<file path="config.mk">
export PLATFORM = sky130hd
export DESIGN_NAME = tprs_receive_steering
export DESIGN_NICKNAME = d
export VERILOG_FILES = /design/src/tprs_pkg.sv /design/src/tprs_receive_steering.sv /design/src/tprs_freq_meter.sv
export VERILOG_INCLUDE_DIRS = /design/src
export SDC_FILE = /design/constraint.sdc
export NUM_CORES = 1
export LEC_CHECK = 0
export ABC_AREA = 1
export BUFFER_PORTS_ARGS = -buffer_cell sky130_fd_sc_hd__buf_2
export CORE_MARGIN = 2
export CORE_UTILIZATION = 45
export CTS_BUF_LIST = sky130_fd_sc_hd__clkbuf_8
export DETAILED_ROUTE_END_ITERATION = 6
export HOLD_SLACK_MARGIN = 0.02
export PLACE_DENSITY = 0.61
export SLEW_MARGIN = 5
export SYNTH_ARGS = -nofsm -noshare
export SYNTH_HDL_FRONTEND = slang
export SYNTH_SLANG_ARGS = --single-unit
</file>
<file path="constraint.sdc">
create_clock -name sys_clk -period 3.2 [get_ports sys_clk]
set_clock_uncertainty 0.1 [all_clocks]
set_input_delay 0.96 -clock sys_clk [delete_from_list [all_inputs] [get_ports sys_clk]]
set_output_delay 0.96 -clock sys_clk [all_outputs]
set_load 0.02 [all_outputs]
</file>
<file path="src/tprs_map.svh">
`ifndef TPRS_MAP_SVH
`define TPRS_MAP_SVH

// ----------------------------------------------------------------------
// clock and timing
// ----------------------------------------------------------------------
`define TPRS_CLK_HZ 250000000
`define TPRS_SETTLE_NS 40
`define TPRS_SETTLE_CYC(clk_hz) \
    ((`TPRS_SETTLE_NS * ((clk_hz) / 1000000) + 999) / 1000)

// ----------------------------------------------------------------------
// tone decoder
// ----------------------------------------------------------------------
`define TPRS_LOW_HZ '{697, 770, 852, 941}
`define TPRS_HIGH_HZ '{1209, 1336, 1477, 1633}
`define TPRS_TOL_PCT 2
`define TPRS_TIMEOUT_PCT 125
`define TPRS_MATCH_CNT 4
`define TPRS_CNT_W 19

// ----------------------------------------------------------------------
// register select and fields
// ----------------------------------------------------------------------
`define TPRS_RS_DATA 1'h0
`define TPRS_RS_CTRL 1'h1
`define TPRS_CTRL_IRQ_EN 2
`define TPRS_CTRL_SEL_B 3
`define TPRS_STAT_IRQ 0
`define TPRS_STAT_DSF 2
`define TPRS_CTRL_RESET 4'h0
`define TPRS_DATA_RESET 4'h0

`endif

</file>
<file path="src/tprs_pkg.sv">
`default_nettype none

package tprs_pkg;

    // ------------------------------------------------------------------
    // types
    // ------------------------------------------------------------------
    typedef struct packed {
        logic valid;
        logic [1:0] idx;
    } tprs_group_s;

    typedef enum logic [2:0] {
        READY = 3'h1,
        SETTLING = 3'h2,
        HELD = 3'h4
    } tprs_steer_e;

    typedef struct packed {
        logic chip_sel_n;
        logic read_not_write;
        logic reg_sel;
        logic phase_clk;
        logic [3:0] data;
    } tprs_bus_s;

    typedef struct packed {
        logic drive;
        logic oe;
    } tprs_pin_s;

endpackage

`default_nettype wire

</file>
<file path="src/tprs_receive_steering.sv">
// Notes on behaviour
// - early steer high once valid pair found
// - early steer low on any condition loss
// - steer input high registers detected pair
// - steer input low readies for new pair
// - guard drive from early steer and input
// - register only after full validation period
// - latch 4-bit digit code on registration
// - guard drive high while registered, early high
// - delayed flag rises after short settling delay
// - delayed flag readable as status bit
// - interrupt line low while flag, if enabled
// - output latch loads on flag rising edge
// - data register read returns latched code
// - pause validated by steer input falling
// - short dropouts keep current digit registered
// - digital counting matches standard frequencies
// - one status, two control, two data registers
// - digit code table, D encoded 0000
// - data bus released unless selected for read, phase high
`include "tprs_map.svh"
`default_nettype none

module tprs_digit_encoder (
    input wire logic [1:0] row,
    input wire logic [1:0] col,
    output logic [3:0] code
);

    // ------------------------------------------------------------------
    // row and column to digit code
    // ------------------------------------------------------------------
    always_comb begin
        code = 4'h0;
        if (col == 2'h3) begin
            code = (row == 2'h3) ? 4'h0 : 4'hd + {2'h0, row};
        end else if (row == 2'h3) begin
            unique case (col)
                2'h0: code = 4'hb;
                2'h1: code = 4'ha;
                2'h2: code = 4'hc;
                default: code = 4'h0;
            endcase
        end else begin
            code = 4'({row, 2'h0} - {2'h0, row}) + {2'h0, col} + 4'h1;
        end
    end

endmodule

module tprs_receive_steering #(
    parameter int unsigned CLK_HZ = `TPRS_CLK_HZ,
    parameter int unsigned MATCH_CNT = `TPRS_MATCH_CNT,
    parameter int unsigned CNT_W = `TPRS_CNT_W
) (
    input wire logic sys_clk,
    input wire logic rst,
    input wire logic low_tone_in,
    input wire logic high_tone_in,
    input wire logic steer_sense_in,
    input wire tprs_pkg::tprs_bus_s bus_in,
    output logic early_steer_out,
    output tprs_pkg::tprs_pin_s guard_time_drive,
    output tprs_pkg::tprs_pin_s interrupt_request_line,
    output logic [3:0] bus_data_lines,
    output logic bus_data_oe
);

    localparam int unsigned SETTLE_CYC_RAW = `TPRS_SETTLE_CYC(CLK_HZ);
    localparam int unsigned SETTLE_CYC =
        (SETTLE_CYC_RAW < 1) ? 1 : SETTLE_CYC_RAW;

    typedef struct packed {
        tprs_pkg::tprs_steer_e mode;
        logic [7:0] settle;
        logic early;
        logic flag;
        logic [3:0] pending;
        logic [3:0] rx_data;
        logic [3:0] tx_data;
        logic [3:0] ctrl_a;
        logic [3:0] ctrl_b;
        logic phase_prev;
        tprs_pkg::tprs_bus_s last;
        logic [3:0] dout;
        logic dout_oe;
        logic guard;
        logic guard_oe;
        logic irq_oe;
    } tprs_top_s;

    tprs_top_s state_reg;
    tprs_top_s state_next;
    tprs_pkg::tprs_group_s group [2];
    logic [1:0] tone_in;
    logic [3:0] digit_code;
    logic [3:0] status;
    logic write_strobe;
    logic read_sel;

    // ------------------------------------------------------------------
    // per-group frequency meters
    // ------------------------------------------------------------------
    assign tone_in = {high_tone_in, low_tone_in};

    localparam int unsigned LOW_F [4] = `TPRS_LOW_HZ;
    localparam int unsigned HIGH_F [4] = `TPRS_HIGH_HZ;

    for (genvar g = 0; g < 2; g++) begin : g_grp
        tprs_freq_meter #(
            .CLK_HZ(CLK_HZ),
            .FREQ_HZ((g == 0) ? LOW_F : HIGH_F),
            .TOL_PCT(`TPRS_TOL_PCT),
            .MATCH_CNT(MATCH_CNT),
            .CNT_W(CNT_W)
        ) u_meter (
            .sys_clk(sys_clk),
            .rst(rst),
            .tone_in(tone_in[g]),
            .group(group[g])
        );
    end

    tprs_digit_encoder u_enc (
        .row(group[0].idx),
        .col(group[1].idx),
        .code(digit_code)
    );

    // ------------------------------------------------------------------
    // bus decode
    // ------------------------------------------------------------------
    always_comb begin
        status = 4'h0;
        status[`TPRS_STAT_DSF] = state_reg.flag;
        status[`TPRS_STAT_IRQ] = state_reg.irq_oe;
    end

    assign read_sel = !bus_in.chip_sel_n && bus_in.read_not_write &&
                      bus_in.phase_clk;
    assign write_strobe = state_reg.phase_prev && !bus_in.phase_clk &&
                          !state_reg.last.chip_sel_n &&
                          !state_reg.last.read_not_write;

    // ------------------------------------------------------------------
    // next state
    // ------------------------------------------------------------------
    always_comb begin
        state_next = state_reg;

        // signal condition
        state_next.early = group[0].valid && group[1].valid;

        // steering sequence
        unique case (state_reg.mode)
            tprs_pkg::READY: begin
                state_next.flag = 1'b0;
                if (state_reg.early && steer_sense_in) begin
                    state_next.pending = digit_code;
                    state_next.settle = 8'h0;
                    state_next.mode = tprs_pkg::SETTLING;
                end
            end
            tprs_pkg::SETTLING: begin
                if (!steer_sense_in) begin
                    state_next.mode = tprs_pkg::READY;
                end else if (state_reg.settle ==
                             8'(SETTLE_CYC - 1)) begin
                    state_next.flag = 1'b1;
                    state_next.rx_data = state_reg.pending;
                    state_next.mode = tprs_pkg::HELD;
                end else begin
                    state_next.settle = state_reg.settle + 8'h1;
                end
            end
            tprs_pkg::HELD: begin
                // dropouts that keep the input high hold the digit
                if (!steer_sense_in) begin
                    state_next.flag = 1'b0;
                    state_next.mode = tprs_pkg::READY;
                end
            end
            default: begin
                state_next.flag = 1'b0;
                state_next.mode = tprs_pkg::READY;
            end
        endcase

        // guard drive toward the timing network
        state_next.guard_oe = 1'b1;
        if (!state_next.early) begin
            state_next.guard = 1'b0;
        end else if (state_next.mode != tprs_pkg::READY) begin
            state_next.guard = 1'b1;
        end else begin
            state_next.guard = steer_sense_in;
        end

        // interrupt request, open drain
        state_next.irq_oe = state_next.flag &&
                            state_reg.ctrl_a[`TPRS_CTRL_IRQ_EN];

        // bus capture for writes
        state_next.phase_prev = bus_in.phase_clk;
        if (bus_in.phase_clk) begin
            state_next.last = bus_in;
        end
        if (write_strobe) begin
            if (state_reg.last.reg_sel == `TPRS_RS_DATA) begin
                state_next.tx_data = state_reg.last.data;
            end else if (state_reg.ctrl_a[`TPRS_CTRL_SEL_B]) begin
                state_next.ctrl_b = state_reg.last.data;
                state_next.ctrl_a[`TPRS_CTRL_SEL_B] = 1'b0;
            end else begin
                state_next.ctrl_a = state_reg.last.data;
            end
        end

        // read data and bus release
        state_next.dout_oe = read_sel;
        if (!read_sel) begin
            state_next.dout = 4'h0;
        end else if (bus_in.reg_sel == `TPRS_RS_CTRL) begin
            state_next.dout = status;
        end else begin
            state_next.dout = state_next.rx_data;
        end
    end

    // ------------------------------------------------------------------
    // state register
    // ------------------------------------------------------------------
    always_ff @(posedge sys_clk) begin
        if (rst) begin
            state_reg <= '0;
            state_reg.mode <= tprs_pkg::READY;
            state_reg.ctrl_a <= `TPRS_CTRL_RESET;
            state_reg.ctrl_b <= `TPRS_CTRL_RESET;
            state_reg.rx_data <= `TPRS_DATA_RESET;
            state_reg.tx_data <= `TPRS_DATA_RESET;
            state_reg.last.chip_sel_n <= 1'b1;
            state_reg.guard_oe <= 1'b1;
        end else begin
            state_reg <= state_next;
        end
    end

    // ------------------------------------------------------------------
    // outputs
    // ------------------------------------------------------------------
    assign early_steer_out = state_reg.early;
    assign guard_time_drive.drive = state_reg.guard;
    assign guard_time_drive.oe = state_reg.guard_oe;
    assign interrupt_request_line.drive = 1'b0;
    assign interrupt_request_line.oe = state_reg.irq_oe;
    assign bus_data_lines = state_reg.dout;
    assign bus_data_oe = state_reg.dout_oe;

endmodule

`default_nettype wire

</file>
<file path="src/tprs_freq_meter.sv">
`include "tprs_map.svh"
`default_nettype none

module tprs_freq_meter #(
    parameter int unsigned CLK_HZ = `TPRS_CLK_HZ,
    parameter int unsigned FREQ_HZ [4] = `TPRS_LOW_HZ,
    parameter int unsigned TOL_PCT = `TPRS_TOL_PCT,
    parameter int unsigned MATCH_CNT = `TPRS_MATCH_CNT,
    parameter int unsigned CNT_W = `TPRS_CNT_W
) (
    input wire logic sys_clk,
    input wire logic rst,
    input wire logic tone_in,
    output tprs_pkg::tprs_group_s group
);

    localparam int unsigned LIMIT =
        (CLK_HZ / FREQ_HZ[0]) / 100 * `TPRS_TIMEOUT_PCT;

    typedef struct packed {
        logic prev;
        logic [CNT_W-1:0] cnt;
        logic [2:0] match;
        tprs_pkg::tprs_group_s grp;
    } tprs_meter_s;

    tprs_meter_s state_reg;
    tprs_meter_s state_next;
    logic [3:0] hit;
    logic [1:0] hit_idx;

    // ------------------------------------------------------------------
    // period windows, one per standard frequency
    // ------------------------------------------------------------------
    for (genvar i = 0; i < 4; i++) begin : g_win
        localparam int unsigned NOM = CLK_HZ / FREQ_HZ[i];
        localparam int unsigned LO = NOM / 100 * (100 - TOL_PCT);
        localparam int unsigned HI = NOM / 100 * (100 + TOL_PCT);
        assign hit[i] = state_reg.cnt >= CNT_W'(LO) &&
                        state_reg.cnt <= CNT_W'(HI);
    end

    always_comb begin
        hit_idx = 2'h0;
        for (int i = 3; i >= 0; i--) begin
            if (hit[i]) begin
                hit_idx = 2'(i);
            end
        end
    end

    // ------------------------------------------------------------------
    // period counting between rising edges
    // ------------------------------------------------------------------
    always_comb begin
        state_next = state_reg;
        state_next.prev = tone_in;
        if (state_reg.cnt != CNT_W'(LIMIT)) begin
            state_next.cnt = state_reg.cnt + CNT_W'(1);
        end else begin
            state_next.match = 3'h0;
            state_next.grp.valid = 1'b0;
        end
        if (tone_in && !state_reg.prev) begin
            state_next.cnt = CNT_W'(1);
            if (hit == 4'h0) begin
                state_next.match = 3'h0;
                state_next.grp.valid = 1'b0;
            end else if (hit_idx != state_reg.grp.idx) begin
                state_next.grp.idx = hit_idx;
                state_next.match = 3'h1;
                state_next.grp.valid = 1'b0;
            end else if (state_reg.match < 3'(MATCH_CNT)) begin
                state_next.match = state_reg.match + 3'h1;
            end else begin
                state_next.grp.valid = 1'b1;
            end
        end
    end

    always_ff @(posedge sys_clk) begin
        if (rst) begin
            state_reg <= '0;
        end else begin
            state_reg <= state_next;
        end
    end

    assign group = state_reg.grp;

endmodule

`default_nettype wire

</file>
---- Word level (Yosys, flattened, before mapping) ----
Index checks and enable logic that the tools add are counted.
word-level totals
  logic and storage cells ................. 168
  flip-flop bits (word level) ............. 93
  output and inout port bits .............. 10
  bits of input ports ..................... 13
operators by class
  multiplexer cells ....................... 48
  magnitude comparators ................... 18
  bitwise gates (word level) .............. 5
  eq/ne operators ......................... 16
  reductions and logical operators ........ 41
  $add $sub $neg .......................... 9
operators by type and width
  cell                   number
  $ge 19x18->1 const B   5
  $le 19x18->1 const B   4
  $le 19x19->1 const B   4
  $ge 19x19->1 const B   3
  $mux 4                 13
  $add 19x1->19 const B  2
  $mux 2                 12
  $ne 19x18->1 const B   1
  $ne 19x19->1 const B   1
  $logic_and 1x1->1      18
  $mux 8                 2
  $pmux 8 s2             1
  $mux 3                 5
  $mux 7                 2
  $pmux 4 s3             1
  $mux 11                1
  $mux 1                 9
  $pmux 3 s3             1
  $reduce_and 3->1       3
  $add 8x1->8 const B    1
  $eq 8x4->1 const B     1
  $logic_not 4->1        2
  $reduce_or 2->1        4
  $add 3x1->3 const B    2
  21 further kinds       39

---- Depth between registers and ports, before layout ----
Gate-level depths: netlist of the first run.
  depth in word-level cells ............... 10
  gate-level depth with buffers ........... 17
  depth with buffers taken out ............ 16

---- Modules after synthesis ----
Synthesis of the first run repeated with hierarchy kept, for this count alone.
second synthesis, totals
  cell total of the unflattened synthesis .. 961
  area total of the unflattened synthesis .. 6019.5 µm²
by module, submodules not included
  module                              area each (µm²)  cells each  seq. area each (µm²)  times used
  tprs_freq_meter (g_grp[0].u_meter)  2105.8           343         520.5                 1
  tprs_freq_meter (g_grp[1].u_meter)  2077.0           353         520.5                 1
  tprs_receive_steering               1656.6           235         720.7                 1
  tprs_digit_encoder                  180.2            30          0.0                   1

---- Least setup slack after synthesis of the first run ----
OpenSTA, ideal clock, no wires.
  kind .................................... input port to flip-flop
  start ................................... input port steer_sense_in
  end ..................................... register state_reg[45] in the netlist's numbering
  path buffers ............................ 0
  data required time ...................... 2985 ps
  path slack .............................. 1080 ps
  setup time .............................. 115 ps
  cell stages on the path ................. 10
  arrival time ............................ 1906 ps
  cell sequence ........................... inv_1 > nor2_2 > o21ai_1 > nand2_2 > inv_1 > nor2_1 > nand3_1 > nor2_1 > a21oi_1 > o21a_1
on the way
  longest elaborated chain between the ends .. 3
  elaborated cells on any way between the ends .. 4
  those cells by class .................... 2 x eq/ne; 2 x reduce/logical
RTL lines
  what                                 RTL line                      text
  start: declaration                   tprs_receive_steering.sv:60   input wire logic steer_sense_in,
  $logic_and 1x1->1                    tprs_receive_steering.sv:158  if (state_reg.early && steer_sense_in) begin
  $ne 2x2->1 (no source line)          n/a
  $reduce_and 4->1 (no source line) *  n/a
  end signal: assignment               tprs_receive_steering.sv:244  state_reg <= state_next;
  end: declaration                     tprs_receive_steering.sv:92   tprs_top_s state_reg;
Mark *: on every way between the ends. The rest lies on a longest branch, timed or not.
A chain may end at the register's enable or synchronous reset.

---- Final worst setup path of the first run ----
  start ................................... input port low_tone_in
  end ..................................... register g_grp[0].u_meter.state_reg (netlist bit g_grp[0].u_meter.group[2])
on the way
  longest elaborated chain between the ends .. 2
RTL lines
  what                    RTL line                     text
  start: declaration      tprs_receive_steering.sv:58  input wire logic low_tone_in,
  $logic_and 1x1->1       tprs_freq_meter.sv:64        if (tone_in && !state_reg.prev) begin
  $mux 7                  tprs_freq_meter.sv:64
  end signal: assignment  tprs_freq_meter.sv:85        state_reg <= state_next;
  end: declaration        tprs_freq_meter.sv:27        tprs_meter_s state_reg;
Every way passes these cells.

==> run_results.csv, run 1 <==
group,metric,value,unit
sta,period_share,0.7358,
worst_setup_path,path_cells,"buf_2, inv_1, nor2_1, buf_4, nor2_1, inv_1, nor2_1, nand2_1, o21ai_1",
clock_tree,cts-resized-gates,0,
layout,fin_nets,937,
yosys,synth_cells,904,
yosys,synth_edf_count,0,
sta,hold_violations,0,
power,p_total,1.928,mW
yosys,synth.cell_area,5734,um2
sta,worst_pin_slew,0.6150,ns
detailed_routing,ant_nets,0,
floorplan,rows,41,
yosys,synth_area_per_cell,6.343,um2
sta,rsz0062_at_grt,"false",
worst_setup_path,setup.worst_path.start,"low_tone_in",
power,swShare,0.2582,
worst_setup_path,worstSetupPathType,"in2reg",
global_route,grt_usage,0.2175,
placed_design,hpwl,10810,um
floorplan,core_area,12520,um2
global_route,grt_pass1_wl,23550,um
global_route,overflow,0,
placed_design,dp.cells,1071,
power,intPower,1.430,mW
worst_setup_path,crit_path_max_fanout,12,
clock_tree,ctsHoldBuffers,0,
clock_tree,cts-buffers-inserted,9,
worst_setup_path,cp-endpoint,"g_grp[0].u_meter.group[2]$_SDFF_PP0_",
power,p_sw,0.4978,mW
sta,slew_viol_final,0,
worst_setup_path,crit_slowest_cell,"nor2_1",
yosys,ys_async_sr_fraction,0,
sta,final.setup.tns,0,ns
yosys,ys_ff_latch,88,
yosys,yosysUniqueCellTypes,44,
worst_setup_path,reg2reg_depth,11,
yosys,synth_ff_type,"dfxtp_1",
yosys,synth-seq-area-share,0.3072,
power,vdd_drop_max,0.3086,mV
worst_setup_path,r2r-end,"g_grp[1].u_meter.state_reg[24]$_SDFFE_PP0N_",
floorplan,die-area,13660,um2
placed_design,port_buffers,18,
sta,relSlewSlack,0.5885,
floorplan,chipHeight,116.9,um
detailed_routing,route.detailed.wl_per_inst,13.03,um
placed_design,place.gp.congestion,0.9211,
detailed_routing,vias,5638,
detailed_routing,drt_iter0_markers,543,
power,power.leakage,2.599,nW
clock_tree,post-cts-setup-buffers,0,
clock_tree,cts_tree,"yes",
power,pwr-share-seq,0.578,
clock_tree,cts_buffer_depth,2,
clock_tree,root_buffer,"clkbuf_8",
sta,final.min_clock_period,2.355,ns
global_route,antenna_found_initial,0,
floorplan,die-width,116.9,um
clock_tree,clk_latency,0.38,ns
power,p_per_area,317.1,nW/um2
job,maxCapViolCount,0,
layout,antenna_cells,0,
worst_setup_path,reg2reg_from,"g_grp[1].u_meter.state_reg[7]$_SDFFE_PP0N_",
layout,fin_cells,1086,
yosys,yosys_warnings,0,
status,status,"finished clean",
sta,setup-violations-final,0,
power,p_comb_frac,0.047,
layout,drive_above_1_share,0.1225,
yosys,syn_nets,931,
clock_tree,clock_sinks,88,
worst_setup_path,max_stage_delay,0.48,ns
layout,largest_register_ffs,46,
global_route,grt_max_degree,18,
clock_tree,clk_pin_slew,0.08,ns
worst_setup_path,required,3.41,ns
clock_tree,htree_levels,3,
detailed_routing,wirelength,14150,um
min_path,hp-class,"reg2reg",
detailed_routing,drt_pass1_iterations,5,
floorplan,ioPinCount,23,
worst_setup_path,cp_common_cell,"nor2_1",
sta,clock.fmax,424.7,MHz
worst_setup_path,startpoint_type,"input port",
worst_setup_path,worstPathArrival,2.57,ns
floorplan,start_util,0.4581,
worst_setup_path,reg2reg_slack,0.86,ns
power,p_clk_frac,0.376,
layout,syn2layout_area_growth,6.044,%
detailed_routing,vias_per_cell,5.192,
global_route,grt_pass1_vias,4829,
worst_setup_path,crit_path_end_kind,"flop",
detailed_routing,drcViolationCount,0,
-- critical path: cells and delay by family --
kind	cells	cell delay, ns
buffers and inverters	4	0.71
and+or+nand+nor	4	0.82
AOI/OAI and AO/OA	1	0.07
-- synth_stat cells, types with 5 or more instances --
library cell  instances  area, um2
nor2_1              119      446.7
nor2_4                7      78.83
buf_4                14      105.1
nor2_2               16      100.1
inv_1               102      382.9
nand2_1             201      754.5
nand3_2               9      90.09
ha_1                 13      162.7
o211ai_1              5      37.54
nand3b_1              5      37.54
inv_2                17      63.81
nand4_1              18      112.6
o21ai_0              48      240.2
a21oi_1              54      270.3
dfxtp_1              88       1762
nand3_1              74      370.4
nor3_1               30      150.1
o21ai_1              14      70.07
nand2_2              14      87.58
buf_2                 8      40.04
-- worst min path at each step --
stage	endpoint	startpoint	depth (start not counted)	slack [ns]
after global routing	g_grp[1].u_meter.group[2]$_SDFF_PP0_	g_grp[1].u_meter.group[2]$_SDFF_PP0_	2	0.37
after floorplan	state_reg[44]$_SDFFE_PP0P_	state_reg[44]$_SDFFE_PP0P_	1	0.32
final	state_reg[44]$_SDFFE_PP0P_	state_reg[44]$_SDFFE_PP0P_	1	0.36
after CTS	state_reg[44]$_SDFFE_PP0P_	state_reg[44]$_SDFFE_PP0P_	1	0.36
after global placement	state_reg[44]$_SDFFE_PP0P_	state_reg[44]$_SDFFE_PP0P_	1	0.33
after detailed placement	state_reg[44]$_SDFFE_PP0P_	state_reg[44]$_SDFFE_PP0P_	1	0.35
-- logic make-up (layout without fill, tap and decap cells) --
family | count (synthesis) | count (layout) | share of synthesized area
xor+xnor | 4 | 4 | 0.006109
other cells | 2 | 2 | 0.001310
simple gates | 506 | 506 | 0.4100
mux | 3 | 3 | 0.005237
compound gates | 137 | 137 | 0.1283
flops | 88 | 88 | 0.3072
buf+inv | 150 | 160 | 0.1100
fa+ha+maj | 14 | 14 | 0.03186
-- area by class of cell --
cell class,instances,area (um2)
clock buffers,10,137.6
clock inverters,5,33.78
fillers,1401,6436
inverters,121,455.4
multi-input cells,666,3342
flip-flops and latches,88,1762
well taps,172,215.2
repair buffers,24,135.1
-- stage by stage --
stage / setup WS [ns] / hold WS [ns] / utilization / cell area [um2]
final: 0.8454 / 0.3563 / 0.4858 / 6081
after global routing: 0.6411 / 0.3715 / 0.4858 / 6081
after global placement: 0.4339 / 0.3342 / 0.4721 / 5909
after floorplan: 1.080 / 0.3205 / - / 5734
after detailed placement: 0.4357 / 0.3478 / 0.4721 / 5909
after CTS: 0.8316 / 0.3630 / 0.4858 / 6081
-- power groups by stage --
stage	combinational [mW]	sequential (mW)	clock (mW)
2_1_floorplan	0.0596	1.14	0
3_3_place_gp	0.0896	1.14	0
3_5_place_dp	0.0894	1.14	0
4_1_cts	0.0899	1.11	0.752
5_1_grt	0.101	1.12	0.781
6_report	0.0900	1.11	0.724
-- routing by layer --
layer / vias up / track usage / wire [um]
met5: - / 0 / 0
met4: 0 / 0.09255 / 441
met3: 31 / 0.04274 / 718
met2: 149 / 0.3295 / 6148
met1: 2517 / 0.3019 / 6841
li1: 2941 / - / -
-- layout by cell type (no fill, tap or decap), types with 4 or more instances in the layout --
master / synthesis / layout
nand2_1: 201 / 201
nor2_1: 119 / 119
inv_1: 102 / 102
dfxtp_1: 88 / 88
nand3_1: 74 / 74
a21oi_1: 54 / 54
o21ai_0: 48 / 48
nor3_1: 30 / 30
nand4_1: 18 / 18
buf_2: 8 / 18
inv_2: 17 / 17
nor2_2: 16 / 16
o21ai_1: 14 / 14
nand2_2: 14 / 14
ha_1: 13 / 13
clkbuf_8: 0 / 10
nand3_2: 9 / 9
nor2_4: 7 / 7
buf_4: 14 / 6
o211ai_1: 5 / 5
nand3b_1: 5 / 5
a31oi_1: 4 / 4
xor2_1: 4 / 4
nand2_4: 4 / 4
Power figures use the tool's default switching activity.
==> inputs of run 2 (changes only) <==
Clock period 3.2 ns to 2.29 ns, I/O delays scaled along.
==> run_results.csv, run 2 (same netlist as run 1, synthesis figures left out) <==
group,metric,value,unit
status,status,"finished clean",
placed_design,place.gp.congestion,0.8894,
job,maxCapViolCount,0,
floorplan,ioPinCount,23,
sta,period_share,0.9054,
detailed_routing,vias,5624,
global_route,grt_usage,0.2243,
layout,seq_area,1764,um2
sta,final.min_clock_period,2.073,ns
global_route,grt_pass1_wl,24290,um
clock_tree,root_buffer,"clkbuf_8",
layout,final_cell_mix,"201 x nand2_1, 119 x nor2_1, 102 x inv_1, 86 x dfxtp_1, 74 x nand3_1",
layout,fin_nets,954,
placed_design,hpwl,11140,um
detailed_routing,drt_pass1_iterations,6,
floorplan,die-width,116.9,um
worst_setup_path,startpoint_type,"flop",
worst_setup_path,crit_path_max_fanout,4,
layout,antenna_cells,0,
sta,hold_violations,0,
worst_setup_path,required,2.51,ns
power,p_comb_frac,0.052,
global_route,grt_max_degree,20,
floorplan,core_area,12520,um2
global_route,grt_pass1_vias,5139,
clock_tree,cts_buffer_depth,2,
floorplan,die-area,13660,um2
detailed_routing,drt_iter0_markers,452,
detailed_routing,ant_nets,0,
sta,whs,0.3496,ns
layout,syn2layout_area_growth,8.488,%
power,p_per_area,437.7,nW/um2
sta,final.setup.tns,0,ns
floorplan,chipHeight,116.9,um
worst_setup_path,worstSetupPathType,"reg2reg",
layout,final_common_cell,"nand2_1",
power,pwr-share-seq,0.571,
clock_tree,clk_latency,0.39,ns
clock_tree,cts_tree,"yes",
detailed_routing,route.detailed.wl_per_inst,12.94,um
placed_design,port_buffers,18,
clock_tree,clk_pin_slew,0.09,ns
sta,rsz0062_at_grt,"false",
power,p_total,2.723,mW
global_route,overflow,0,
detailed_routing,vias_per_cell,5.094,
power,p_clk_frac,0.378,
clock_tree,htree_levels,3,
detailed_routing,drcViolationCount,0,
power,swShare,0.2581,
worst_setup_path,worstPathArrival,2.29,ns
min_path,hp-class,"reg2reg",
global_route,antenna_found_initial,0,
sta,setup-violations-final,0,
power,vdd_drop_max,0.4292,mV
layout,drive_above_1_share,0.1416,
clock_tree,cts-buffers-inserted,9,
power,p_sw,0.7026,mW
layout,multi_input_area,3342,um2
floorplan,rows,41,
detailed_routing,wirelength,14280,um
sta,clock.fmax,482.3,MHz
clock_tree,clock_sinks,88,
floorplan,start_util,0.4581,
layout,largest_register_ffs,46,
power,power.leakage,2.696,nW
worst_setup_path,crit_path_end_kind,"flop",
layout,fill_cells,1373,
clock_tree,post-cts-setup-buffers,0,
power,intPower,2.020,mW
sta,slew_viol_final,0,
run 2: cell types whose count changed in the layout (fill, tap and decap cells not counted), sizes merged:
cell / delta
buf: +17
clkinv: +1
clkinvlp: -1
inv: +1
run 2: per-stage QoR:
| stage | util | setup slack, ns | cells | area, um2 |
|---|---|---|---|---|
| floorplan | - | 0.3758 | 904 | 5734 |
| global placement | 0.4823 | 0.1616 | 1088 | 6037 |
| detailed placement | 0.4823 | 0.1366 | 1088 | 6037 |
| CTS | 0.4968 | 0.1984 | 1104 | 6218 |
| global route | 0.4970 | 0.02599 | 1104 | 6221 |
| finish | 0.4970 | 0.2166 | 1104 | 6221 |
run 2: power groups by stage:
| stage | Combinational [mW] | Sequential [mW] | Clock [mW] |
|---|---|---|---|
| after CTS | 0.140 | 1.55 | 1.08 |
| after global placement | 0.140 | 1.59 | 0 |
| after floorplan | 0.0833 | 1.59 | 0 |
| final | 0.140 | 1.55 | 1.03 |
| after global routing | 0.158 | 1.56 | 1.12 |
| after detailed placement | 0.139 | 1.59 | 0 |
run 2: layout make-up:
| cell class | instances | share of cell area |
|---|---|---|
| multi-input combinational | 666 | 0.5372 |
| sequential | 88 | 0.2836 |
| inverter | 121 | 0.07321 |
| timing repair buffer | 41 | 0.04224 |
| tap | 172 | 0.03459 |
| clock buffer | 10 | 0.02212 |
| clock inverter | 6 | 0.007039 |
run 2: what timing repair did:
| action | CTS | global route |
|---|---|---|
| endpoints found under the setup margin | 0 | 5 |
| gates resized for setup | 0 | 3 |
| hold buffers | 0 | 0 |
run 2: path summary, 6_finish.rpt:
kind                                               from  cells past startpoint                                          end  slack [ns]
min reg2reg                  state_reg[44]$_SDFFE_PP0P_                      1                   state_reg[44]$_SDFFE_PP0P_        0.35
max          g_grp[1].u_meter.state_reg[6]$_SDFFE_PP0P_                     11  g_grp[1].u_meter.state_reg[24]$_SDFFE_PP0N_        0.22
max reg2reg  g_grp[1].u_meter.state_reg[6]$_SDFFE_PP0P_                     11  g_grp[1].u_meter.state_reg[24]$_SDFFE_PP0N_        0.22
min                          state_reg[44]$_SDFFE_PP0P_                      1                   state_reg[44]$_SDFFE_PP0P_        0.35
run 2: routing by layer:
layer,track usage,up-vias,wire [um]
met5,0,-,0
met4,0.09569,0,420
met3,0.04428,36,504
met2,0.3449,117,6316
met1,0.3070,2493,7042
li1,-,2978,-
run 2: critical path, stage by stage (launching register included):
cell	delay, ns
dfxtp_1	0.40
ha_1	0.22
nand3_2	0.11
nor2_2	0.14
nand3_1	0.12
nor2_1	0.15
inv_2	0.06
nor3_2	0.23
inv_2	0.09
nor3_2	0.17
o21ai_0	0.10
a21oi_1	0.12
==> inputs of run 3 (changes only) <==
Settings changed: CORE_ASPECT_RATIO from default to 0.5.
==> run_results.csv, run 3 (same netlist as run 1, synthesis figures left out) <==
group,metric,value,unit
power,p_per_area,460.5,nW/um2
clock_tree,clk_pin_slew,0.10,ns
layout,largest_register_ffs,46,
layout,multi_input_area,3359,um2
power,intPower,2.209,mW
floorplan,ioPinCount,23,
clock_tree,cts_buffer_depth,2,
detailed_routing,ant_nets,0,
global_route,grt_pass1_vias,5290,
clock_tree,cts_tree,"yes",
min_path,whs_path_depth,1,
power,swShare,0.2381,
sta,setup-violations-final,0,
detailed_routing,wl_met3,634,um
global_route,grt_max_degree,19,
detailed_routing,drt_iter0_markers,405,
sta,final.setup.tns,0,ns
status,status,"finished clean",
power,power.leakage,2.754,nW
worst_setup_path,crit_path_max_fanout,8,
power,pwr-share-seq,0.536,
global_route,grt_usage,0.2262,
layout,drive_above_1_share,0.1456,
detailed_routing,routed.top_layer,"met4",
floorplan,core_area,12550,um2
layout,fin_cells,1104,
detailed_routing,dr_wl_met2,6507,um
detailed_routing,wirelength,14780,um
sta,rsz0062_at_grt,"false",
clock_tree,clock_sinks,88,
sta,period_share,0.9136,
detailed_routing,vias,5680,
detailed_routing,vias_per_cell,5.145,
global_route,antenna_found_initial,0,
layout,antenna_cells,0,
floorplan,die-width,163.6,um
layout,seq_area,1767,um2
worst_setup_path,reg2reg_slack,0.20,ns
min_path,holdPathEnd,"state_reg[46]$_SDFFE_PP0P_",
detailed_routing,route.detailed.wl_per_inst,13.39,um
layout,syn2layout_area_growth,9.775,%
placed_design,pre_cts_slack,0.1447,ns
placed_design,port_buffers,18,
power,p_total,2.899,mW
power,vdd_drop_max,0.2396,mV
floorplan,chipHeight,83.82,um
detailed_routing,drt_pass1_iterations,5,
clock_tree,htree_levels,3,
power,p_sw,0.6902,mW
worst_setup_path,worstPathArrival,2.26,ns
sta,clock.fmax,478.0,MHz
sta,slew_viol_final,0,
sta,final.min_clock_period,2.092,ns
layout,final_common_cell,"nand2_1",
floorplan,die-area,13720,um2
sta,hold_violations,0,
sta,setup_slack,0.1980,ns
worst_setup_path,reg2reg_from,"g_grp[1].u_meter.state_reg[19]$_SDFFE_PP0N_",
min_path,min-delay-start,"state_reg[46]$_SDFFE_PP0P_",
placed_design,dp.cells,1089,
detailed_routing,drcViolationCount,0,
job,maxCapViolCount,0,
clock_tree,clk_latency,0.36,ns
global_route,overflow,0,
placed_design,place.gp.congestion,0.9418,
layout,fill_cells,1351,
power,p_clk_frac,0.417,
worst_setup_path,worstSetupPathType,"reg2reg",
layout,final_cell_mix,"201 x nand2_1, 119 x nor2_1, 102 x inv_1, 84 x dfxtp_1, 74 x nand3_1",
detailed_routing,met1_length,7303,um
power,p_comb_frac,0.047,
floorplan,rows,29,
placed_design,hpwl,11320,um
worst_setup_path,required,2.46,ns
layout,fin_nets,957,
clock_tree,root_buffer,"clkbuf_8",
worst_setup_path,startpoint_type,"flop",
floorplan,start_util,0.4567,
clock_tree,ctsHoldBuffers,0,
worst_setup_path,r2r-end,"g_grp[1].u_meter.state_reg[3]$_SDFF_PP0_",
clock_tree,cts-buffers-inserted,9,
worst_setup_path,reg2reg_depth,13,
min_path,hp-class,"reg2reg",
global_route,grt_pass1_wl,25030,um
worst_setup_path,crit_path_end_kind,"flop",
## run 3: how the worst max path moves through the flow
stage                                                start                                       end  slack, ns  cells after the start
3_5_place_dp                                   low_tone_in      g_grp[0].u_meter.group[2]$_SDFF_PP0_       0.14                      8
3_3_place_gp                                   low_tone_in      g_grp[0].u_meter.group[2]$_SDFF_PP0_       0.14                      8
2_1_floorplan       g_grp[1].u_meter.group[1]$_SDFFE_PP0P_                state_reg[36]$_SDFFE_PP0P_       0.38                     12
5_1_grt        g_grp[1].u_meter.state_reg[19]$_SDFFE_PP0N_    g_grp[1].u_meter.group[0]$_SDFFE_PP0P_      0.005                     11
6_report       g_grp[1].u_meter.state_reg[19]$_SDFFE_PP0N_  g_grp[1].u_meter.state_reg[3]$_SDFF_PP0_       0.20                     13
4_1_cts        g_grp[1].u_meter.state_reg[21]$_SDFFE_PP0N_  g_grp[1].u_meter.state_reg[3]$_SDFF_PP0_       0.17                     15
## run 3: repair_timing
| item | in CTS | in global routing |
|---|---|---|
| setup buffers | 0 | 0 |
| setup endpoints to repair | 0 | 8 |
| gates resized for setup | 0 | 8 |
## run 3: per-stage QoR
stage,area (um2),utilization,hold slack [ns]
6_report,6295,0.5014,0.3502
3_5_place_dp,6057,0.4825,0.3412
4_1_cts,6272,0.4996,0.3555
3_3_place_gp,6057,0.4825,0.3354
5_1_grt,6295,0.5014,0.3758
2_1_floorplan,5734,-,0.3205
## run 3: power groups by stage
stage | Sequential [mW] | Combinational, mW | Clock [mW]
after global placement | 1.59 | 0.135 | 0
final | 1.55 | 0.135 | 1.21
after floorplan | 1.59 | 0.0833 | 0
after global routing | 1.56 | 0.154 | 1.32
after detailed placement | 1.59 | 0.135 | 0
after CTS | 1.55 | 0.135 | 1.25
## run 3: area by class of cell
class                           instances  area share
Clock buffer                            9     0.01968
Clock inverter                          6     0.01451
Inverter                              121     0.07235
Multi-Input combinational cell        666      0.5337
Sequential cell                        88      0.2807
Tap cell                              170     0.03379
Timing Repair Buffer                   44     0.04532
## run 3: critical path, cell delays in order, from the launching register on
cell     delay (ns)
dfxtp_1        0.34
buf_4          0.16
o21ai_0        0.37
o21ai_0        0.16
a21oi_1        0.14
o21ai_1        0.08
nand2_1        0.16
nand2_1        0.09
nand2_2        0.10
nand2_2        0.09
nand2_1        0.07
nand2_1        0.04
nand2_1        0.05
nand2_1        0.05
## run 3: routing by layer
| metal | vias up | track usage |
|---|---|---|
| li1 | 2982 | - |
| met1 | 2564 | 0.3070 |
| met2 | 105 | 0.3625 |
| met3 | 29 | 0.04769 |
| met4 | 0 | 0.06619 |
| met5 | - | 0 |
